$ cat config.mk
export PLATFORM = sky130hd
export DESIGN_NAME = fbp_dev_flat
export DESIGN_NICKNAME = d
export VERILOG_FILES = /design/src/fbp_pkg.sv /design/src/fbp_bus_if.sv /design/src/fbp_dev.sv /design/src/flat_wrapper.sv
export SDC_FILE = /design/constraint.sdc
export NUM_CORES = 1
export LEC_CHECK = 0
export ABC_CLOCK_PERIOD_IN_PS = 3900
export BUFFER_PORTS_ARGS = -buffer_cell sky130_fd_sc_hd__buf_4
export CORE_UTILIZATION = 45
export DETAILED_ROUTE_END_ITERATION = 8
export PLACE_DENSITY_LB_ADDON = 0.12
export SYNTH_ARGS = -nofsm -noshare
export SYNTH_HDL_FRONTEND = slang
export SYNTH_SLANG_ARGS = --single-unit
$ cat constraint.sdc
create_clock -name clk -period 3.9 [get_ports clk]
set_input_delay 0.39 -clock clk [delete_from_list [all_inputs] [get_ports clk]]
set_output_delay 0.39 -clock clk [all_outputs]
set_load 0.01 [all_outputs]
$ cat src/fbp_pkg.sv
package fbp_pkg;
   localparam int ADDR_W = 16;
   localparam int DATA_W = 16;
   localparam logic [15:0] OFS_UNLOCK1 = 16'h0555;
   localparam logic [15:0] OFS_UNLOCK2 = 16'h02aa;
   localparam logic [15:0] CMD_UNLOCK1 = 16'h00aa;
   localparam logic [15:0] CMD_UNLOCK2 = 16'h0055;
   localparam logic [15:0] CMD_BUF_LOAD = 16'h0025;
   localparam logic [15:0] CMD_BUF_CONFIRM = 16'h0029;
   localparam logic [15:0] CMD_ABORT_RESET = 16'h00f0;
   localparam logic [15:0] CMD_ERASE_SETUP = 16'h0080;
   localparam logic [15:0] CMD_SECTOR_ERASE = 16'h0030;
   localparam logic [15:0] CMD_ERASE_SUSPEND = 16'h00b0;
   localparam logic [15:0] ERASED_WORD = 16'hffff;
   localparam int BUF_WORDS = 32;
   localparam int PAGE_LSB = 5;
   localparam int SECTOR_LSB = 12;
   localparam int BANK_LSB = 14;
   localparam int STS_POLL = 7;
   localparam int STS_TOGGLE = 6;
   localparam int STS_LIMIT = 5;
   localparam int STS_TIMER = 3;
   localparam int STS_ETOGGLE = 2;
   localparam int STS_ABORT = 1;
   localparam int CLK_NS = 40;
   localparam int SEA_TIME_US = 50;
   localparam int SEA_CYCLES = (SEA_TIME_US * 1000 + CLK_NS - 1) / CLK_NS;
   localparam int PROG_CYCLES = 64;
   localparam int ERASE_CYCLES_PER_SECTOR = 256;
   localparam int TIMER_W = 16;
   localparam logic [15:0] RESET_WORD = 16'h0000;
endpackage : fbp_pkg

$ cat src/fbp_bus_if.sv
`timescale 1ns/1ps
interface fbp_bus_if;
   logic wr_valid;
   logic wr_ready;
   logic [15:0] wr_addr;
   logic [15:0] wr_data;
   logic rd_req;
   logic [15:0] rd_addr;
   logic rd_valid;
   logic [15:0] rd_data;
   modport host (
      output wr_valid, wr_addr, wr_data, rd_req, rd_addr,
      input wr_ready, rd_valid, rd_data
   );
   modport dev (
      input wr_valid, wr_addr, wr_data, rd_req, rd_addr,
      output wr_ready, rd_valid, rd_data
   );
endinterface : fbp_bus_if

$ cat src/fbp_dev.sv
`timescale 1ns/1ps
module fbp_dev #(
   parameter int SEA_CYC = fbp_pkg::SEA_CYCLES,
   parameter int PROG_CYC = fbp_pkg::PROG_CYCLES,
   parameter int ERASE_CYC = fbp_pkg::ERASE_CYCLES_PER_SECTOR
) (
   // Clock and reset
   input wire logic clk,
   input wire logic rst_n,
   // Host side
   fbp_bus_if.dev bus,
   // Array port: one word write per cycle
   output logic arr_we,
   output logic [15:0] arr_addr,
   output logic [15:0] arr_wdata,
   input wire logic [15:0] arr_rdata,
   // Status
   output logic busy,
   output logic aborted
);
   initial begin
      if (SEA_CYC < 1 || SEA_CYC > 65535 || PROG_CYC < 1 ||
          ERASE_CYC < 1 || ERASE_CYC > 65535) begin
         $error("fbp_dev: timer parameter out of range");
      end
   end

   typedef enum logic [3:0] {
      S_READ = 4'b0000, S_U1 = 4'b0001, S_U2 = 4'b0010,
      S_COUNT = 4'b0011, S_LOAD = 4'b0100, S_CONFIRM = 4'b0101,
      S_PROG = 4'b0110, S_ABORT = 4'b0111, S_AU1 = 4'b1000,
      S_AU2 = 4'b1001, S_E1 = 4'b1010, S_E2 = 4'b1011,
      S_E3 = 4'b1100, S_EWIN = 4'b1101, S_ERASE = 4'b1110,
      S_SUSP = 4'b1111
   } fbp_state_t;

   typedef struct packed {
      fbp_state_t st;
      logic [5:0] left;
      logic [5:0] nwords;
      logic [15:0] sec;
      logic [15:0] last_addr;
      logic [15:0] last_data;
      logic [15:0] timer;
      logic [3:0] sec_mask;
      logic [3:0] sec_idx;
      logic [5:0] wr_idx;
      logic toggle;
      logic etoggle;
      logic page_set;
      logic wr_ready;
      logic rd_valid;
      logic [15:0] rd_data;
      logic arr_we;
      logic [15:0] arr_addr;
      logic [15:0] arr_wdata;
      logic [11:0] word;
      logic busy, aborted;
   } fbp_dev_t;

   fbp_dev_t q, d;
   logic [15:0] buf_data [32];
   logic [31:0] buf_vld;
   logic wr, rd, is_u1, is_u2, in_sec, in_page, erase_bank;
   logic [15:0] sts;

   assign wr = bus.wr_valid & q.wr_ready;
   assign rd = bus.rd_req;
   assign is_u1 = bus.wr_addr == fbp_pkg::OFS_UNLOCK1 &&
                  bus.wr_data == fbp_pkg::CMD_UNLOCK1;
   assign is_u2 = bus.wr_addr == fbp_pkg::OFS_UNLOCK2 &&
                  bus.wr_data == fbp_pkg::CMD_UNLOCK2;
   assign in_sec = bus.wr_addr[15:fbp_pkg::SECTOR_LSB] ==
                   q.sec[15:fbp_pkg::SECTOR_LSB];
   assign in_page = bus.wr_addr[15:fbp_pkg::PAGE_LSB] ==
                    q.last_addr[15:fbp_pkg::PAGE_LSB];
   assign erase_bank = bus.rd_addr[15:fbp_pkg::BANK_LSB] ==
                       q.sec[15:fbp_pkg::BANK_LSB];

   // Buffer storage kept apart from the struct to keep it small
   always_ff @(posedge clk or negedge rst_n) begin
      if (!rst_n) begin
         buf_vld <= '0;
      end else if (q.st == fbp_state_t'(S_COUNT)) begin
         buf_vld <= '0;
      end else if (q.st == S_LOAD && wr && in_sec &&
                   (!q.page_set || in_page)) begin
         buf_vld[bus.wr_addr[4:0]] <= 1'b1;
      end
   end
   always_ff @(posedge clk) begin
      if (q.st == S_LOAD && wr) begin
         buf_data[bus.wr_addr[4:0]] <= bus.wr_data;
      end
   end

   always_comb begin
      d = q;
      d.arr_we = 1'b0;
      d.rd_valid = 1'b0;
      d.wr_ready = 1'b1;
      sts = 16'h0000;
      if (q.timer != 16'h0000) begin
         d.timer = q.timer - 16'h0001;
      end
      case (q.st)
         S_READ: if (wr && is_u1) d.st = S_U1;
         S_U1: if (wr) d.st = is_u2 ? S_U2 : S_READ;
         S_U2: if (wr) begin
            if (bus.wr_data == fbp_pkg::CMD_BUF_LOAD) begin
               d.st = S_COUNT;
               d.sec = bus.wr_addr;
            end else if (bus.wr_addr == fbp_pkg::OFS_UNLOCK1 &&
                         bus.wr_data == fbp_pkg::CMD_ERASE_SETUP) begin
               d.st = S_E1;
            end else begin
               d.st = S_READ;
            end
         end
         S_COUNT: if (wr) begin
            if (bus.wr_data > 16'(fbp_pkg::BUF_WORDS - 1) || !in_sec) begin
               d.st = S_ABORT;
               d.last_addr = bus.wr_addr;
            end else begin
               d.st = S_LOAD;
               d.left = bus.wr_data[5:0] + 6'd1;
               d.nwords = bus.wr_data[5:0] + 6'd1;
               d.page_set = 1'b0;
            end
         end
         S_LOAD: if (wr) begin
            d.last_addr = bus.wr_addr;
            d.last_data = bus.wr_data;
            d.page_set = 1'b1;
            d.left = q.left - 6'd1;
            if (!in_sec || (q.page_set && !in_page)) begin
               d.st = S_ABORT;
            end else if (q.left == 6'd1) begin
               d.st = S_CONFIRM;
            end
         end
         S_CONFIRM: if (wr) begin
            if (bus.wr_data == fbp_pkg::CMD_BUF_CONFIRM && in_sec) begin
               d.st = S_PROG;
               d.wr_ready = 1'b0;
               d.wr_idx = 6'd0;
               d.timer = 16'(PROG_CYC);
            end else begin
               d.st = S_ABORT;
            end
         end
         S_PROG: begin
            d.wr_ready = 1'b0;
            if (q.wr_idx < 6'd32) begin
               d.wr_idx = q.wr_idx + 6'd1;
               if (buf_vld[q.wr_idx[4:0]]) begin
                  d.arr_we = 1'b1;
                  d.arr_addr = {q.last_addr[15:5], q.wr_idx[4:0]};
                  d.arr_wdata = buf_data[q.wr_idx[4:0]];
               end
            end else if (q.timer == 16'h0000) begin
               d.st = S_READ;
            end
         end
         S_ABORT: if (wr && is_u1) d.st = S_AU1;
         S_AU1: if (wr) d.st = is_u2 ? S_AU2 : S_ABORT;
         S_AU2: if (wr) begin
            d.st = (bus.wr_addr == fbp_pkg::OFS_UNLOCK1 &&
                    bus.wr_data == fbp_pkg::CMD_ABORT_RESET) ?
                   S_READ : S_ABORT;
         end
         S_E1: if (wr) d.st = is_u1 ? S_E2 : S_READ;
         S_E2: if (wr) d.st = is_u2 ? S_E3 : S_READ;
         S_E3: if (wr) begin
            if (bus.wr_data == fbp_pkg::CMD_SECTOR_ERASE) begin
               d.st = S_EWIN;
               d.sec = bus.wr_addr;
               d.sec_mask = 4'h0;
               d.sec_mask[bus.wr_addr[13:12]] = 1'b1;
               d.timer = 16'(SEA_CYC);
            end else begin
               d.st = S_READ;
            end
         end
         S_EWIN: if (wr) begin
            if (bus.wr_data == fbp_pkg::CMD_SECTOR_ERASE) begin
               d.sec_mask[bus.wr_addr[13:12]] = 1'b1;
               d.timer = 16'(SEA_CYC);
            end else if (bus.wr_data == fbp_pkg::CMD_ERASE_SUSPEND) begin
               d.st = S_SUSP;
            end else begin
               d.st = S_READ;
            end
         end else if (q.timer == 16'h0000) begin
            d.st = S_ERASE;
            d.sec_idx = 4'h0;
            d.word = 12'h000;
            d.timer = 16'(ERASE_CYC);
         end
         S_ERASE: begin
            // Wipe each queued sector index of the first sector's bank word by word; FFFF after success
            if (wr && bus.wr_data == fbp_pkg::CMD_ERASE_SUSPEND) begin
               d.st = S_SUSP;
            end else if (q.sec_idx[2]) begin
               d.st = S_READ;
               d.sec_mask = 4'h0;
            end else begin
               if (q.sec_mask[q.sec_idx[1:0]]) begin
                  d.arr_we = 1'b1;
                  d.arr_addr = {q.sec[15:14], q.sec_idx[1:0], q.word};
                  d.arr_wdata = fbp_pkg::ERASED_WORD;
                  d.word = q.word + 12'h001;
               end
               if (q.timer == 16'h0000 &&
                   (q.word == 12'hfff || !q.sec_mask[q.sec_idx[1:0]])) begin
                  d.sec_idx = q.sec_idx + 4'h1;
                  d.timer = 16'(ERASE_CYC);
               end
            end
         end
         // Suspend parks the erase; only the reset command leaves it, back to read
         S_SUSP: if (wr && bus.wr_data == fbp_pkg::CMD_ABORT_RESET) begin
            d.st = S_READ;
         end
         default: d.st = S_READ;
      endcase
      d.busy = d.st == S_PROG || d.st == S_ERASE;
      d.aborted = d.st == S_ABORT;

      // Read path
      if (rd) begin
         d.rd_valid = 1'b1;
         if (q.st == S_ABORT || q.st == S_AU1 || q.st == S_AU2) begin
            sts[fbp_pkg::STS_ABORT] = 1'b1;
            sts[fbp_pkg::STS_POLL] = ~q.last_data[7];
            sts[fbp_pkg::STS_TOGGLE] = q.toggle;
            d.toggle = ~q.toggle;
            d.rd_data = sts;
         end else if (q.st == S_PROG) begin
            sts[fbp_pkg::STS_POLL] = ~q.last_data[7];
            sts[fbp_pkg::STS_TOGGLE] = q.toggle;
            d.toggle = ~q.toggle;
            d.rd_data = sts;
         end else if ((q.st == S_EWIN || q.st == S_ERASE) && erase_bank) begin
            sts[fbp_pkg::STS_POLL] = 1'b0;
            sts[fbp_pkg::STS_TOGGLE] = q.toggle;
            sts[fbp_pkg::STS_ETOGGLE] = q.etoggle;
            sts[fbp_pkg::STS_TIMER] = q.st == S_ERASE;
            d.toggle = ~q.toggle;
            d.etoggle = ~q.etoggle;
            d.rd_data = sts;
         end else begin
            d.rd_data = arr_rdata;
         end
      end
   end

   always_ff @(posedge clk or negedge rst_n) begin
      if (!rst_n) begin
         q <= '0;
      end else begin
         q <= d;
      end
   end

   assign bus.wr_ready = q.wr_ready;
   assign bus.rd_valid = q.rd_valid;
   assign bus.rd_data = q.rd_data;
   assign arr_we = q.arr_we;
   assign arr_addr = q.arr_addr;
   assign arr_wdata = q.arr_wdata;
   assign busy = q.busy;
   assign aborted = q.aborted;
endmodule : fbp_dev

$ cat src/flat_wrapper.sv
// flat-port wrapper written by rule: the top's interface ports become plain ports
module fbp_dev_flat 
#(
   parameter int SEA_CYC = fbp_pkg::SEA_CYCLES,
   parameter int PROG_CYC = fbp_pkg::PROG_CYCLES,
   parameter int ERASE_CYC = fbp_pkg::ERASE_CYCLES_PER_SECTOR
)
  (clk, rst_n, arr_we, arr_addr, arr_wdata, arr_rdata, busy, aborted, bus_wr_valid, bus_wr_addr, bus_wr_data, bus_rd_req, bus_rd_addr, bus_wr_ready, bus_rd_valid, bus_rd_data);
  fbp_bus_if bus_i ();
  input wire logic clk;
  input wire logic rst_n;
  output logic arr_we;
  output logic [15:0] arr_addr;
  output logic [15:0] arr_wdata;
  input wire logic [15:0] arr_rdata;
  output logic busy;
  output logic aborted;
  input wire logic [$bits(bus_i.wr_valid)-1:0] bus_wr_valid;
  input wire logic [$bits(bus_i.wr_addr)-1:0] bus_wr_addr;
  input wire logic [$bits(bus_i.wr_data)-1:0] bus_wr_data;
  input wire logic [$bits(bus_i.rd_req)-1:0] bus_rd_req;
  input wire logic [$bits(bus_i.rd_addr)-1:0] bus_rd_addr;
  output wire logic [$bits(bus_i.wr_ready)-1:0] bus_wr_ready;
  output wire logic [$bits(bus_i.rd_valid)-1:0] bus_rd_valid;
  output wire logic [$bits(bus_i.rd_data)-1:0] bus_rd_data;
  assign bus_i.wr_valid = bus_wr_valid;
  assign bus_i.wr_addr = bus_wr_addr;
  assign bus_i.wr_data = bus_wr_data;
  assign bus_i.rd_req = bus_rd_req;
  assign bus_i.rd_addr = bus_rd_addr;
  assign bus_wr_ready = bus_i.wr_ready;
  assign bus_rd_valid = bus_i.rd_valid;
  assign bus_rd_data = bus_i.rd_data;
  fbp_dev #(.SEA_CYC(SEA_CYC), .PROG_CYC(PROG_CYC), .ERASE_CYC(ERASE_CYC)) u_core (.clk(clk), .rst_n(rst_n), .bus(bus_i), .arr_we(arr_we), .arr_addr(arr_addr), .arr_wdata(arr_wdata), .arr_rdata(arr_rdata), .busy(busy), .aborted(aborted));
endmodule
* After elaboration in Yosys (flattened, before gate mapping) *
Memory sizes are Yosys's and may differ from the RTL's.
Index checks and enable logic that the tools add are counted.

word-level totals
  flip-flop bits (word level) = 194
  RAM bits = 512
  input port bits = 68
  output and inout bits = 53
  word-level logic and storage cells = 258
  memories kept = 1

memories
  memory           words  width  read ports  clocked after Yosys merged registers in  wr ports  line           source
  u_core.buf_data  32     16     1           0                                        1         fbp_dev.sv:62  logic [15:0] buf_data [32];

cells by class
  add/subtract/negate cells = 6
  order comparisons = 8
  eq/ne operators = 54
  muxes and demuxes = 104
  bitwise logic cells = 9
  reductions and logical operators = 52

operators with widths
  operator                                         count
  two-way mux 16 bit                               17
  two-way mux 45 bit                               3
  two-way mux 4 bit                                33
  two-way mux 32 bit                               3
  two-way mux 33 bit                               2
  one-hot mux 33 bit (2 select lines)              1
  == test 16 x 8 -> 1 bit (second input constant)  4
  one-hot mux 16 bit (2 select lines)              2
  one-hot mux 16 bit (4 select lines)              1
  one-hot mux 4 bit (16 select lines)              1
  two-way mux 20 bit                               3
  == test 16 x 6 -> 1 bit (second input constant)  3
  == test 4 bit (second input constant)            9
  two-way mux 12 bit                               3
  != test 2 x 1 -> 1 bit (second input constant)   16
  bitwise OR 32 bit                                1
  == test 4 x 3 -> 1 bit (second input constant)   6
  two-way mux 24 bit                               1
  one-hot mux 12 bit (2 select lines)              1
  one-hot mux 6 bit (2 select lines)               2
  AND reduction 4 bit                              5
  two-way mux 6 bit                                3
  AND reduction 6 bit                              3
  two-way mux 17 bit                               1
  48 further kinds                                 109

* Logic depth before layout (Yosys ltp) *
Gate-level depths: netlist of the first run.

  word-level depth = 9
  depth in mapped cells = 12
  mapped depth without buffers = 10

* Worst setup path after synthesis of the first run *
Ideal clock, no wire load.

  path type = flip-flop to flip-flop
  start = register u_core.q[161] (netlist bit)
  end = memory u_core.buf_data[28][0], enable pin
  setup time = 388 ps
  arrival time = 2390 ps
  data required time = 3512 ps
  slack = 1122 ps
  cell stages (with the launch flop) = 8
  path buffers = 2
  clock period less this slack = 2778 ps
  cells stage by stage = dfrtp_1 -> nand2b_1 -> clkbuf_1 -> nor3_1 -> nand2_1 -> or3_1 -> clkbuf_1 -> nor2_1

between the ends
  longest elaborated chain between the ends = 4

RTL lines
  what                                     line            source
  start: declaration                       fbp_dev.sv:61   fbp_dev_t q, d;
  start signal: assignment                 fbp_dev.sv:260  q <= '0;
  start signal: assignment                 fbp_dev.sv:262  q <= d;
  == test 4 x 3 -> 1 bit                   fbp_dev.sv:92   if (q.st == S_LOAD && wr) begin
  logical AND 1 bit                        fbp_dev.sv:92
  two-way mux 1 bit                        fbp_dev.sv:92
  two-way mux 1 bit (not written as such)  fbp_dev.sv:93   buf_data[bus.wr_addr[4:0]] <= bus.wr_data;
  end: declaration                         fbp_dev.sv:62

Every way passes these cells.

* Worst setup path after layout of the first run *
  start = register u_core.q[68] (netlist bit)
  end = register u_core.q (netlist bit u_core.arr_addr[10])

between the ends
  longest elaborated chain between the ends = 4
  elaborated cells between the ends (all ways) = 6
  classes of those cells = order compare: 1; eq/ne: 2; mux: 2; reduce/logical: 1

RTL lines
  what                                      line            source
  binary-select mux 1 bit (select 5 bit)    fbp_dev.sv:156  if (buf_vld[q.wr_idx[4:0]]) begin
  two-way mux 1 bit (not written as such)   fbp_dev.sv:156
  != test 2 x 1 -> 1 bit (no source line)   n/a
  AND reduction 6 bit (no source line) (*)  n/a

Every way passes the cells marked *; elsewhere a longest branch is shown, timed or not. The select of a mux whose other input is x is not followed.
A chain may end at the register's enable or synchronous reset.

==> results of run 1 <==
-- power by group through the flow --
| stage | registers, mW | logic [mW] | clock network [mW] |
|---|---|---|---|
| floorplan | 8.24 | 0.937 | 0 |
| global placement | 8.31 | 1.42 | 0 |
| detailed placement | 8.32 | 1.44 | 0 |
| CTS | 8.18 | 1.45 | 7.06 |
| global route | 8.21 | 1.60 | 7.31 |
| finish | 8.18 | 1.45 | 6.92 |
-- per-layer routing --
| layer | part of all wire [%] | global-route usage, % | wire (um) |
|---|---|---|---|
| met1 | 44 | 32.47 | 30640 |
| met2 | 48 | 36.32 | 34110 |
| met3 | 6.1 | 4.089 | 4308 |
| met4 | 1.8 | 5.455 | 1279 |
| met5 | 0.017 | 0 | 12 |
-- through the flow --
stage               cells  setup slack [ns]  utilization [%]  area (um^2)
finish               2773            0.8150            52.52        32410
global route         2772            0.5941            52.52        32410
CTS                  2772            0.7866            52.52        32410
detailed placement   2635            0.6248            48.54        29960
global placement     2635            0.6560            48.54        29960
floorplan            1759             1.122                -        28150
-- registers in the layout, indices dropped and copies added (netlist names) --
| name | count |
|---|---|
| u_core.bus.rd_valid | 1 |
| u_core.aborted | 1 |
| u_core.q | 70 |
| u_core.buf_data | 512 |
| u_core.arr_wdata | 16 |
| u_core.bus.rd_data | 16 |
| u_core.arr_addr | 16 |
| u_core.busy | 1 |
| u_core.arr_we | 1 |
| u_core.buf_vld | 32 |
| u_core.bus.wr_ready | 1 |
-- worst max path at each step --
stage | cells past startpoint | end | start | slack, ns
finish | 7 | u_core.arr_addr[10] | u_core.q[68] | 0.81
floorplan | 7 | u_core.buf_data[28][0] | u_core.q[161] | 1.12
global placement | 11 | u_core.q[13] | bus_wr_data[1] | 0.66
global route | 7 | u_core.arr_addr[10] | u_core.q[68] | 0.59
detailed placement | 11 | u_core.q[13] | bus_wr_data[1] | 0.62
CTS | 7 | u_core.arr_addr[1] | u_core.q[68] | 0.79
-- timing repair --
| action | in CTS | in global routing |
|---|---|---|
| resized for setup | 0 | 0 |
| endpoints found under the hold margin | 70 | 0 |
| hold buffers | 6 | 0 |
-- worst register-to-register path, cell delays in order (launching register included) --
cell and delay (ns):
dfrtp_4 0.65, mux4_2 0.59, mux4_2 0.59, mux2i_1 0.30, nor2_4 0.13, nor2_2 0.53
nand2_1 0.14, nand2_1 0.09
-- cells in the mapped netlist, types with 4 or more instances --
cell type	count	share of area [%]
edfxtp_1	512	55
mux4_2	171	14
nand2_1	168	2.2
dfrtp_1	155	14
nor2_1	137	1.8
o21ai_0	71	1.3
a21oi_1	58	1.0
clkbuf_1	50	0.67
buf_4	49	1.3
inv_1	33	0.44
nand3_1	28	0.50
xnor2_1	26	0.81
nor3_1	24	0.43
buf_2	19	0.34
buf_1	18	0.24
mux2i_1	18	0.64
a22oi_1	16	0.43
o22ai_1	16	0.36
nand4_1	15	0.33
xor2_1	14	0.44
and3_1	13	0.29
nor4_1	13	0.29
ha_1	11	0.49
a31oi_1	10	0.22
o31ai_1	8	0.21
nand3b_1	7	0.19
nor2b_1	7	0.16
nand2b_1	6	0.13
o211ai_1	6	0.16
or3_1	5	0.11
a211oi_1	4	0.11
and2_1	4	0.089
mux2_2	4	0.16
or3b_2	4	0.12
-- layout by cell type (no fill, tap or decap), types with 6 or more instances in the layout --
cell type      synthesis  routed
edfxtp_1             512     512
mux4_2               171     171
buf_4                 49     171
nand2_1              168     168
dfrtp_1              155     151
nor2_1               137     103
clkbuf_16              0      74
o21ai_0               71      71
a21oi_1               58      58
nor2_2                 3      36
inv_1                 33      33
nand3_1               28      28
xnor2_1               26      26
nor3_1                24      24
mux2i_1               18      18
o22ai_1               16      16
a22oi_1               16      16
nand4_1               15      15
clkbuf_1              50      15
xor2_1                14      14
nor4_1                13      13
and3_1                13      13
clkinv_1               0      13
ha_1                  11      11
a31oi_1               10      10
clkinv_2               0       9
o31ai_1                8       8
bufinv_16              0       8
nor2b_1                7       7
nand3b_1               7       7
nand2b_1               6       6
o211ai_1               6       6
dlygate4sd3_1          0       6
-- layout make-up --
type	instances	area, um^2	area share, %
flip-flops and latches	667	19260	59.43
clock buffers	93	1957	6.038
inverters	33	123.9	0.3822
multi-input cells	921	8125	25.07
clock inverters	38	436.7	1.347
diodes	1	2.502	0.007721
well taps	837	1047	3.231
repair buffers	183	1455	4.490
-- kinds of logic (layout without fill, tap and decap cells) --
group                      count (synthesis)  in the layout  share of synthesized area (%)
other                                      0              1                              0
xor gates and xnor gates                  40             40                          1.244
muxes                                    193            193                          14.48
DFF                                      667            667                          68.39
AOI/OAI and AO/OA                        213            213                          4.520
adders and majority gates                 11             11                         0.4889
buffers and inverters                    171            347                          3.071
and+or+nand+nor                          464            464                          7.809
==> results.cfg, run 1 <==
[critical_path]
ff2ff_path_depth = 7
critical_path.max_stage_delay_ns = 0.65
worst_path_dominant_cell_family = multiplexers
cp_slowest_cell = dfrtp_4
critical_path.reg2reg.endpoint = u_core.arr_addr[10]
worst-path-max-fanout = 17
critical_path_buf_inv_count = 0
critical_path.reg2reg.startpoint = u_core.q[68]
cp_data_required_time_ns = 4.45
crit_path_start_kind = flip-flop
timing.critical_path.to_type = flip-flop
worstPathArrival_ns = 3.64
crit_path_cell_trace = mux4_2 -> mux4_2 -> mux2i_1 -> nor2_4 -> nor2_2 -> nand2_1 -> nand2_1
setup.reg_to_reg.worst_slack_ns = 0.81
worst-setup-path-type = flip-flop to flip-flop

[clocking]
numClockSinks = 667
cts_buffer_depth = 3
clock_tree_from_tritoncts = yes
h-tree-depth = 3
post-cts-setup-buffers = 0
clkTransAtPathRegs_ns = 0.06
cts_root_buf = clkbuf_16
cts_buffers = 71
worst_skew_pair.late_latency_ns = 0.63

[floorplanning]
die_width_um = 252.1
floorplan.rows = 91
die-area_um2 = 63570
initial_utilization_pct = 45.62
fp.dieH_um = 252.1
core_area_um2 = 61710
ioPinCount = 121

[timing]
fin_tns_setup_ns = 0
final_min_period_ns = 3.085
rsz0062_at_grt = no
total_setup_violations_reported_at_the_end_of_the_flow = 0
fin_worst_hold_slack_ns = 0.03201
drv_slew = 0
timing.final.hold_violations = 0
clock_skew_ns = 0.02766
crit_share_post_route_pct = 79.10
max_slew.worst_pin.slew_ns = 0.7969
max_slew_headroom_pct = 46.74
timing.fmax_mhz = 324.1

[drt]
drt_first_iter_violations = 1473
totalWireLength_um = 70350
post_drt_via_cell_ratio = 5.704
dr_total_vias = 15820
antenna_violating_nets_post_route = 0
drc_errors = 0
post_drt_wl_per_cell_um = 25.37
drt_first_pass_iters = 5

[global_route]
grt.total_usage_pct = 22.72
number_of_antenna_violations_at_the_first_check_in_global_routing = 2
grt_pass1_wl_um = 104700
grt_start_max_net_pins = 78
final_global_route_overflow_total = 0
number_of_global_route_vias_before_repair = 15930

[min_path]
worst_hold_path.endpoint = u_core.bus.rd_data[0]
hold-path-cell-count = 3
min_path_type = primary input to flip-flop
hp-start = arr_rdata[0]

[logic_synthesis]
seq_area_frac_synth_pct = 68.39
synthesis.area_per_instance_um2 = 16.01
postSynthRegisterBits = 667
synth_flop_cell = edfxtp_1
synth.yosys.warnings = 0
synthDistinctLibCells = 69
syn_nets = 1838
number_of_enable_type_register_cells_in_the_synthesized_netlist = 512
asyncSetResetFlopFracSynth_pct = 23.24
syn-cell-area_um2 = 28150
syn_inst = 1759

[pwr]
total_switching_power_mw = 3.989
clock_share_of_power_pct = 41.8
power.leakage_nw = 11.66
p_int_mw = 12.56
powerDensity_nw_per_um2 = 510.5
p_total_mw = 16.55
sequentialPowerShare_pct = 49.4
power_switching_share_pct = 24.11
combinationalPowerShare_pct = 8.8
peakVddDrop_mv = 0.3852

[layout]
ratio_of_cells_with_drive_above_1_in_the_final_layout_pct = 26.51
count_of_fill_cells_added_during_filler_insertion = 5098
p_r_area_growth_vs_syn_pct = 15.12
design.final.nets = 1956

[run]
maxCapViolations = 0

[place]
place.port_buffers = 106
hpwl_reported_at_the_end_of_detailed_placement_um = 42320
place.gp.congestion = 0.8876

[run_status]
outcome = complete, no violations
Note: power is estimated with default switching activity, not from simulation.
==> run 2, diff against run 1 <==
--- a/config.mk
+++ b/config.mk
@@ -5,7 +5,8 @@
 export SDC_FILE = /design/constraint.sdc
 export NUM_CORES = 1
 export LEC_CHECK = 0
-export ABC_CLOCK_PERIOD_IN_PS = 3900
+export ABC_AREA = 1
+export ABC_CLOCK_PERIOD_IN_PS = 2470
 export BUFFER_PORTS_ARGS = -buffer_cell sky130_fd_sc_hd__buf_4
 export CORE_UTILIZATION = 45
 export DETAILED_ROUTE_END_ITERATION = 8
==> constraint.sdc (replaced) <==
create_clock -name clk -period 2.47 [get_ports clk]
set_input_delay 0.247 -clock clk [delete_from_list [all_inputs] [get_ports clk]]
set_output_delay 0.247 -clock clk [all_outputs]
set_load 0.01 [all_outputs]
==> run 2 against run 1 <==
Utilization increased by 0.80 points. Sequential cell count unchanged. Hold slack improved by 0.0022 ns. Count of clock-buffer cells in the layout increased by 3. Clock power increased by 56%. Via count increased by 34%. Total power increased by 71%. Global-route usage increased by 2.3 points. Combinational power increased to 2.8 times the previous value. Critical path type is now primary input to flip-flop. Highest routed layer unchanged.
==> results.cfg, run 2 <==
[place]
place_ws_ns = 0.08061
hpwl_reported_at_the_end_of_detailed_placement_um = 53680
place.gp.congestion = 0.8920
place.port_buffers = 106
placed_area_um2 = 32160

[critical_path]
critical_path_buf_inv_count = 6
worst_path_dominant_cell_family = buffers and inverters
worst-path-max-fanout = 10
cp_num_cells = 12
critical_path.reg2reg.endpoint = u_core.arr_wdata[13]
ff2ff_path_depth = 9
setup.worst_path.start = bus_wr_data[2]
cp_data_required_time_ns = 3.01
worst-setup-path-type = primary input to flip-flop
setup.reg_to_reg.worst_slack_ns = 0.10
cp_slowest_cell = dlygate4sd3_1
crit_path_cell_trace = dlygate4sd3_1 -> buf_4 -> inv_1 -> nand3_2 -> nor2_2 -> nand2_2 -> nor2_2 -> inv_1 -> nor2_4 -> inv_2 -> o32ai_1 -> dlygate4sd3_1
worst_setup_path_endpoint = u_core.q[80]
timing.critical_path.to_type = flip-flop
critical_path.reg2reg.startpoint = u_core.q[68]
worstPathArrival_ns = 2.93
critical_path.max_stage_delay_ns = 0.59
crit_path_start_kind = primary input

[timing]
max_slew_headroom_pct = 52.67
clock_skew_ns = 0.02078
timing.final.hold_violations = 0
layout_setup_ws_ns = 0.08777
drv_slew = 0
crit_share_post_route_pct = 96.45
timing.fmax_mhz = 419.8
final_min_period_ns = 2.382
total_setup_violations_reported_at_the_end_of_the_flow = 0
rsz0062_at_grt = yes
max_slew.worst_pin.slew_ns = 0.7089

[clocking]
cts_buffers = 73
clkTransAtPathRegs_ns = 0.06
cts_root_buf = clkbuf_16
h-tree-depth = 3
clock_tree_from_tritoncts = yes
cts_buffer_depth = 3
numClockSinks = 667
worst_skew_pair.late_latency_ns = 0.63

[logic_synthesis]
syn_nets = 2776
synth.area.mux_share_pct = 0
synth_largest_area_cell = edfxtp_1
netlist.area_leader.share_pct = 51.56
synth_flop_cell = edfxtp_1
synth-compound-area-share_pct = 12.27
syn_inst = 2697
syn-cell-area_um2 = 29820
synthDistinctLibCells = 56
synth.most_common_cell = edfxtp_1
synth.yosys.warnings = 0
synth_top_family_by_area = simple AND/OR/NAND/NOR gates
synthTopCellsByArea = edfxtp_1 52%, dfrtp_1 13%, nor2_1 5.3%
adder_cell_share_of_the_synthesized_area_pct = 0.4616
synth_commonest_cells = 512 x edfxtp_1, 418 x nor2_1, 328 x nand2_1, 275 x o21ai_0, 155 x dfrtp_1
seq_area_frac_synth_pct = 64.57
postSynthRegisterBits = 667
asyncSetResetFlopFracSynth_pct = 23.24
share_of_the_synthesized_netlist_area_taken_by_xor_and_xnor_gates_pct = 0.9987
synth-simple-area-share_pct = 15.79
synthesis.area_per_instance_um2 = 11.06
number_of_enable_type_register_cells_in_the_synthesized_netlist = 512

[floorplanning]
core_area_um2 = 65630
ioPinCount = 121
initial_utilization_pct = 45.44
floorplan.rows = 94
die_width_um = 259.4
fp.dieH_um = 259.4
die-area_um2 = 67300

[global_route]
number_of_antenna_violations_at_the_first_check_in_global_routing = 3
grt_start_max_net_pins = 80
number_of_global_route_vias_before_repair = 21070
grt_pass1_wl_um = 126400
final_global_route_overflow_total = 0
grt.total_usage_pct = 25.05

[drt]
drc_errors = 0
post_drt_wl_per_cell_um = 22.30
post_drt_via_cell_ratio = 5.598
totalWireLength_um = 84460
antenna_violating_nets_post_route = 0
dr_total_vias = 21210
drt_first_pass_iters = 7
drt_first_iter_violations = 1845

[min_path]
min_path_type = primary input to flip-flop

[pwr]
peakVddDrop_mv = 0.5878
power.leakage_nw = 13.06
powerDensity_nw_per_um2 = 809.7

[layout]
mostFrequentLayoutCells = 512 x edfxtp_1, 416 x nor2_1, 327 x nand2_1
p_r_area_growth_vs_syn_pct = 17.34
count_of_fill_cells_added_during_filler_insertion = 5673
design_area_um2 = 34990
largest_reg_flops = 512
design.final.nets = 2950
ratio_of_cells_with_drive_above_1_in_the_final_layout_pct = 17.53
mostFrequentLayoutCell = edfxtp_1

[run]
maxCapViolations = 0

[run_status]
outcome = complete, no violations
## run 2: cell count changes after synthesis, sizes merged, moves of 45 or more
cell	delta
nand2	+176
o22ai	+51
nor2	+305
nand3	+156
o21ai	+251
o211ai	+47
inv	+117
mux4	-171
buf	+45
## run 2: stage by stage
step | utilization [%] | TNS [ns] | std cells | total power, mW | hold WS (ns)
floorplan | - | -24.77 | 2697 | 16.52 | -0.04859
global placement | 49.01 | 0 | 3615 | 17.57 | 0.2551
detailed placement | 49.01 | 0 | 3615 | 17.66 | 0.2661
CTS | 53.17 | 0 | 3780 | 28.50 | 0.01292
global route | 53.31 | -0.01888 | 3787 | 29.46 | 0.04516
finish | 53.32 | 0 | 3788 | 28.33 | 0.03421
## run 2: logic make-up after synthesis
kind of cell               Yosys count
and+or+nand+nor                   1037
DFF                                667
AOI/OAI and AO/OA                  602
buffers and inverters              346
xor gates and xnor gates            34
adders and majority gates           11
## run 2: final cells by class
cell class | instances | area, um^2 | area share [%]
Multi-Input combinational cell | 1684 | 8899 | 25.43
Inverter | 156 | 594.3 | 1.699
Clock buffer | 96 | 1974 | 5.643
Antenna cell | 3 | 7.507 | 0.02146
Clock inverter | 29 | 356.6 | 1.019
Timing Repair Buffer | 289 | 2815 | 8.046
Tap cell | 864 | 1081 | 3.090
Sequential cell | 667 | 19260 | 55.05
## run 2: per-layer routing
| layer | global-route usage [%] | part of all wire [%] | vias to the layer above |
|---|---|---|---|
| met1 | 33.09 | 43 | 10620 |
| met2 | 41.55 | 48 | 585 |
| met3 | 3.564 | 4.7 | 172 |
| met5 | 0 | 0.015 | - |
| li1 | - | - | 9826 |
| met4 | 10.21 | 4.0 | 2 |
## run 2: how the worst min path moves through the flow
stage                   start             endpoint  slack (ns)  cells past startpoint
2_1_floorplan           rst_n       u_core.aborted       -0.05                      0
3_3_place_gp            rst_n  u_core.arr_wdata[0]        0.26                      1
3_5_place_dp            rst_n  u_core.arr_wdata[0]        0.27                      1
4_1_cts        bus_wr_data[0]        u_core.q[152]        0.01                      4
5_1_grt        bus_wr_data[0]        u_core.q[152]        0.05                      4
6_report       bus_wr_data[0]        u_core.q[152]        0.03                      4
## run 2: worst reg2reg max path: stages (launching register included)
cell and delay, ns:
dfrtp_4 0.58, inv_8 0.24, buf_12 0.26, buf_4 0.23, o21ai_0 0.08, o221ai_1 0.19
nand3_1 0.24, nand3_1 0.24, nand2_1 0.09, o211ai_2 0.16
## run 2: timing repair
item,4_1_cts,5_1_grt
resized for setup,0,7
endpoints found under the setup margin,0,13
hold endpoints to repair,122,0
hold buffers,40,0
setup buffers,0,4
## run 2: report_power, final
part | internal [mW] | total (mW) | switching [mW]
registers | 12.9 | 13.6 | 0.616
logic | 1.64 | 3.99 | 2.36
clock network | 6.37 | 10.8 | 4.41
total | 20.9 | 28.3 | 7.38
==> run 3, diff against run 2 <==
--- a/config.mk
+++ b/config.mk
@@ -8,7 +8,7 @@
 export ABC_AREA = 1
 export ABC_CLOCK_PERIOD_IN_PS = 2470
 export BUFFER_PORTS_ARGS = -buffer_cell sky130_fd_sc_hd__buf_4
-export CORE_UTILIZATION = 45
+export CORE_UTILIZATION = 40
 export DETAILED_ROUTE_END_ITERATION = 8
 export PLACE_DENSITY_LB_ADDON = 0.12
 export SYNTH_ARGS = -nofsm -noshare
==> run 3 against run 2 <==
Clock power about the same. Worst setup slack improved by 0.032 ns. Fmax is 1.4% higher. Critical path type is now flip-flop to flip-flop. Register-to-register slack better by 0.02 ns. Hold slack lost 0.011 ns. Largest power group unchanged. Sequential power barely moved. Sequential share of layout area is 0.47 points lower.
==> results.cfg, run 3 (same netlist as run 2, synthesis figures left out) <==
[run_status]
outcome = complete, no violations

[timing]
drv_slew = 0
final_min_period_ns = 2.350
max_slew.worst_pin.slew_ns = 0.7027
clock_skew_ns = 0.02149
timing.fmax_mhz = 425.5
total_setup_violations_reported_at_the_end_of_the_flow = 0
max_slew_headroom_pct = 53.15
rsz0062_at_grt = no
fin_worst_hold_slack_ns = 0.02282
timing.final.hold_violations = 0
fin_tns_setup_ns = 0
crit_share_post_route_pct = 95.16

[layout]
sequential_area_um2 = 19260
largest_reg_flops = 512
ratio_of_cells_with_drive_above_1_in_the_final_layout_pct = 18.72
design.final.nets = 2967
multiInputGateArea_um2 = 8947
count_of_fill_cells_added_during_filler_insertion = 6652
p_r_area_growth_vs_syn_pct = 18.37
mostFrequentLayoutCells = 512 x edfxtp_1, 412 x nor2_1, 326 x nand2_1
antenna-diode-count = 0
mostFrequentLayoutCell = edfxtp_1

[global_route]
globalRoute.busiestLayer = met2
final_global_route_overflow_total = 0
number_of_global_route_vias_before_repair = 21180
grt.total_usage_pct = 23.36
grt_start_max_net_pins = 63
met1_usage_pct = 31.20
number_of_antenna_violations_at_the_first_check_in_global_routing = 1
globalRouteMet2Util_pct = 38.23
gr-usage-met3_pct = 3.675
grt_pass1_wl_um = 131000

[run]
maxCapViolations = 0

[pwr]
sequentialPowerShare_pct = 48.0
peakVddDrop_mv = 0.5091
p_int_mw = 20.67
combinationalPowerShare_pct = 14.3
power_switching_share_pct = 27.07
total_switching_power_mw = 7.671
clock_share_of_power_pct = 37.8
powerDensity_nw_per_um2 = 802.9
power.leakage_nw = 13.15

[drt]
totalWireLength_um = 87620
drc_errors = 0
post_drt_wl_per_cell_um = 22.42
drt_first_pass_iters = 5
antenna_violating_nets_post_route = 0
post_drt_via_cell_ratio = 5.405
drt_first_iter_violations = 1820
dr_total_vias = 21120

[critical_path]
timing.critical_path.to_type = flip-flop
cp_data_required_time_ns = 2.99
critical-path-top-cell-by-count = nand2_1
critical_path_buf_inv_count = 3
critical_path.max_stage_delay_ns = 0.59
crit_path_cell_trace = inv_6 -> buf_12 -> buf_4 -> o21ai_0 -> o22ai_1 -> o211ai_1 -> nand3_1 -> nand2_1 -> nand2_1 -> nand2_1 -> nand2_1
cp_slowest_cell = dfrtp_4
worst-setup-path-type = flip-flop to flip-flop
worstPathArrival_ns = 2.87
worst_path_dominant_cell_family = compound AO/OA/AOI/OAI gates
crit_path_start_kind = flip-flop
worst-path-max-fanout = 16
cp_num_cells = 11
ff2ff_path_depth = 11

[floorplanning]
die-area_um2 = 75640
floorplan.rows = 99
fp.dieH_um = 275.0
core_area_um2 = 73330
ioPinCount = 121
die_width_um = 275.0
initial_utilization_pct = 40.66

[clocking]
cts_buffer_depth = 3
numClockSinks = 667
clock_tree_from_tritoncts = yes
clkTransAtPathRegs_ns = 0.06
cts_buffers = 75
cts_root_buf = clkbuf_16
h-tree-depth = 3
worst_skew_pair.late_latency_ns = 0.64

[place]
hpwl_reported_at_the_end_of_detailed_placement_um = 56860
place.port_buffers = 106
place.gp.congestion = 0.8966

[min_path]
hold-path-cell-count = 4
min_path_type = primary input to flip-flop
## run 3: what timing repair did
action,CTS,global route
setup buffers,0,0
hold endpoints to repair,92,0
gates resized for setup,0,13
setup endpoints to repair,0,29
hold buffers,34,0
## run 3: final timing paths
path	slack, ns	endpoint	startpoint
max	0.12	u_core.arr_wdata[11]	u_core.q[68]
min	0.02	u_core.q[152]	bus_wr_data[0]
max reg2reg	0.12	u_core.arr_wdata[11]	u_core.q[68]
min reg2reg	0.47	u_core.q[66]	u_core.q[66]
max in group asynchronous	1.49	u_core.bus.rd_data[1]	rst_n
min in group asynchronous	0.18	u_core.arr_addr[1]	rst_n
## run 3: per-layer routing
metal,vias to the layer above,routed length [um],part of all wire [%]
met5,-,15,0.017
met3,143,4515,5.2
li1,9900,-,-
met2,603,42210,48
met1,10480,37740,43
met4,2,3135,3.6
## run 3: area by class of cell
type | count | area share, %
sequential | 667 | 54.58
clock inverter | 42 | 0.8649
timing repair buffer | 302 | 8.270
inverter | 156 | 1.677
multi-input combinational | 1686 | 25.35
tap | 959 | 3.399
clock buffer | 96 | 5.863
## run 3: tightest hold or removal path, cell delays in order
cell and delay (ns):
buf_4 0.15, nor3_1 0.07, nand2_1 0.05, o211ai_1 0.08
## run 3: power by group through the flow
stage | combinational (mW) | clock [mW] | sequential [mW]
global route | 4.53 | 11.3 | 13.7
global placement | 3.87 | 0 | 13.8
floorplan | 2.92 | 0 | 13.6
finish | 4.04 | 10.7 | 13.6
detailed placement | 3.95 | 0 | 13.8
CTS | 4.03 | 10.9 | 13.6
## run 3: metrics by stage
| step | worst slack, ns | cells | power (mW) | utilization [%] | area (um^2) |
|---|---|---|---|---|---|
| 2_1_floorplan | -0.6672 | 2697 | 16.52 | - | 29870 |
| 3_3_place_gp | 0.1123 | 3734 | 17.66 | 44.35 | 32520 |
| 3_5_place_dp | 0.08332 | 3734 | 17.76 | 44.35 | 32520 |
| 4_1_cts | 0.01952 | 3906 | 28.54 | 48.05 | 35240 |
| 5_1_grt | 0.004303 | 3908 | 29.57 | 48.14 | 35300 |
| 6_report | 0.1196 | 3908 | 28.34 | 48.14 | 35300 |
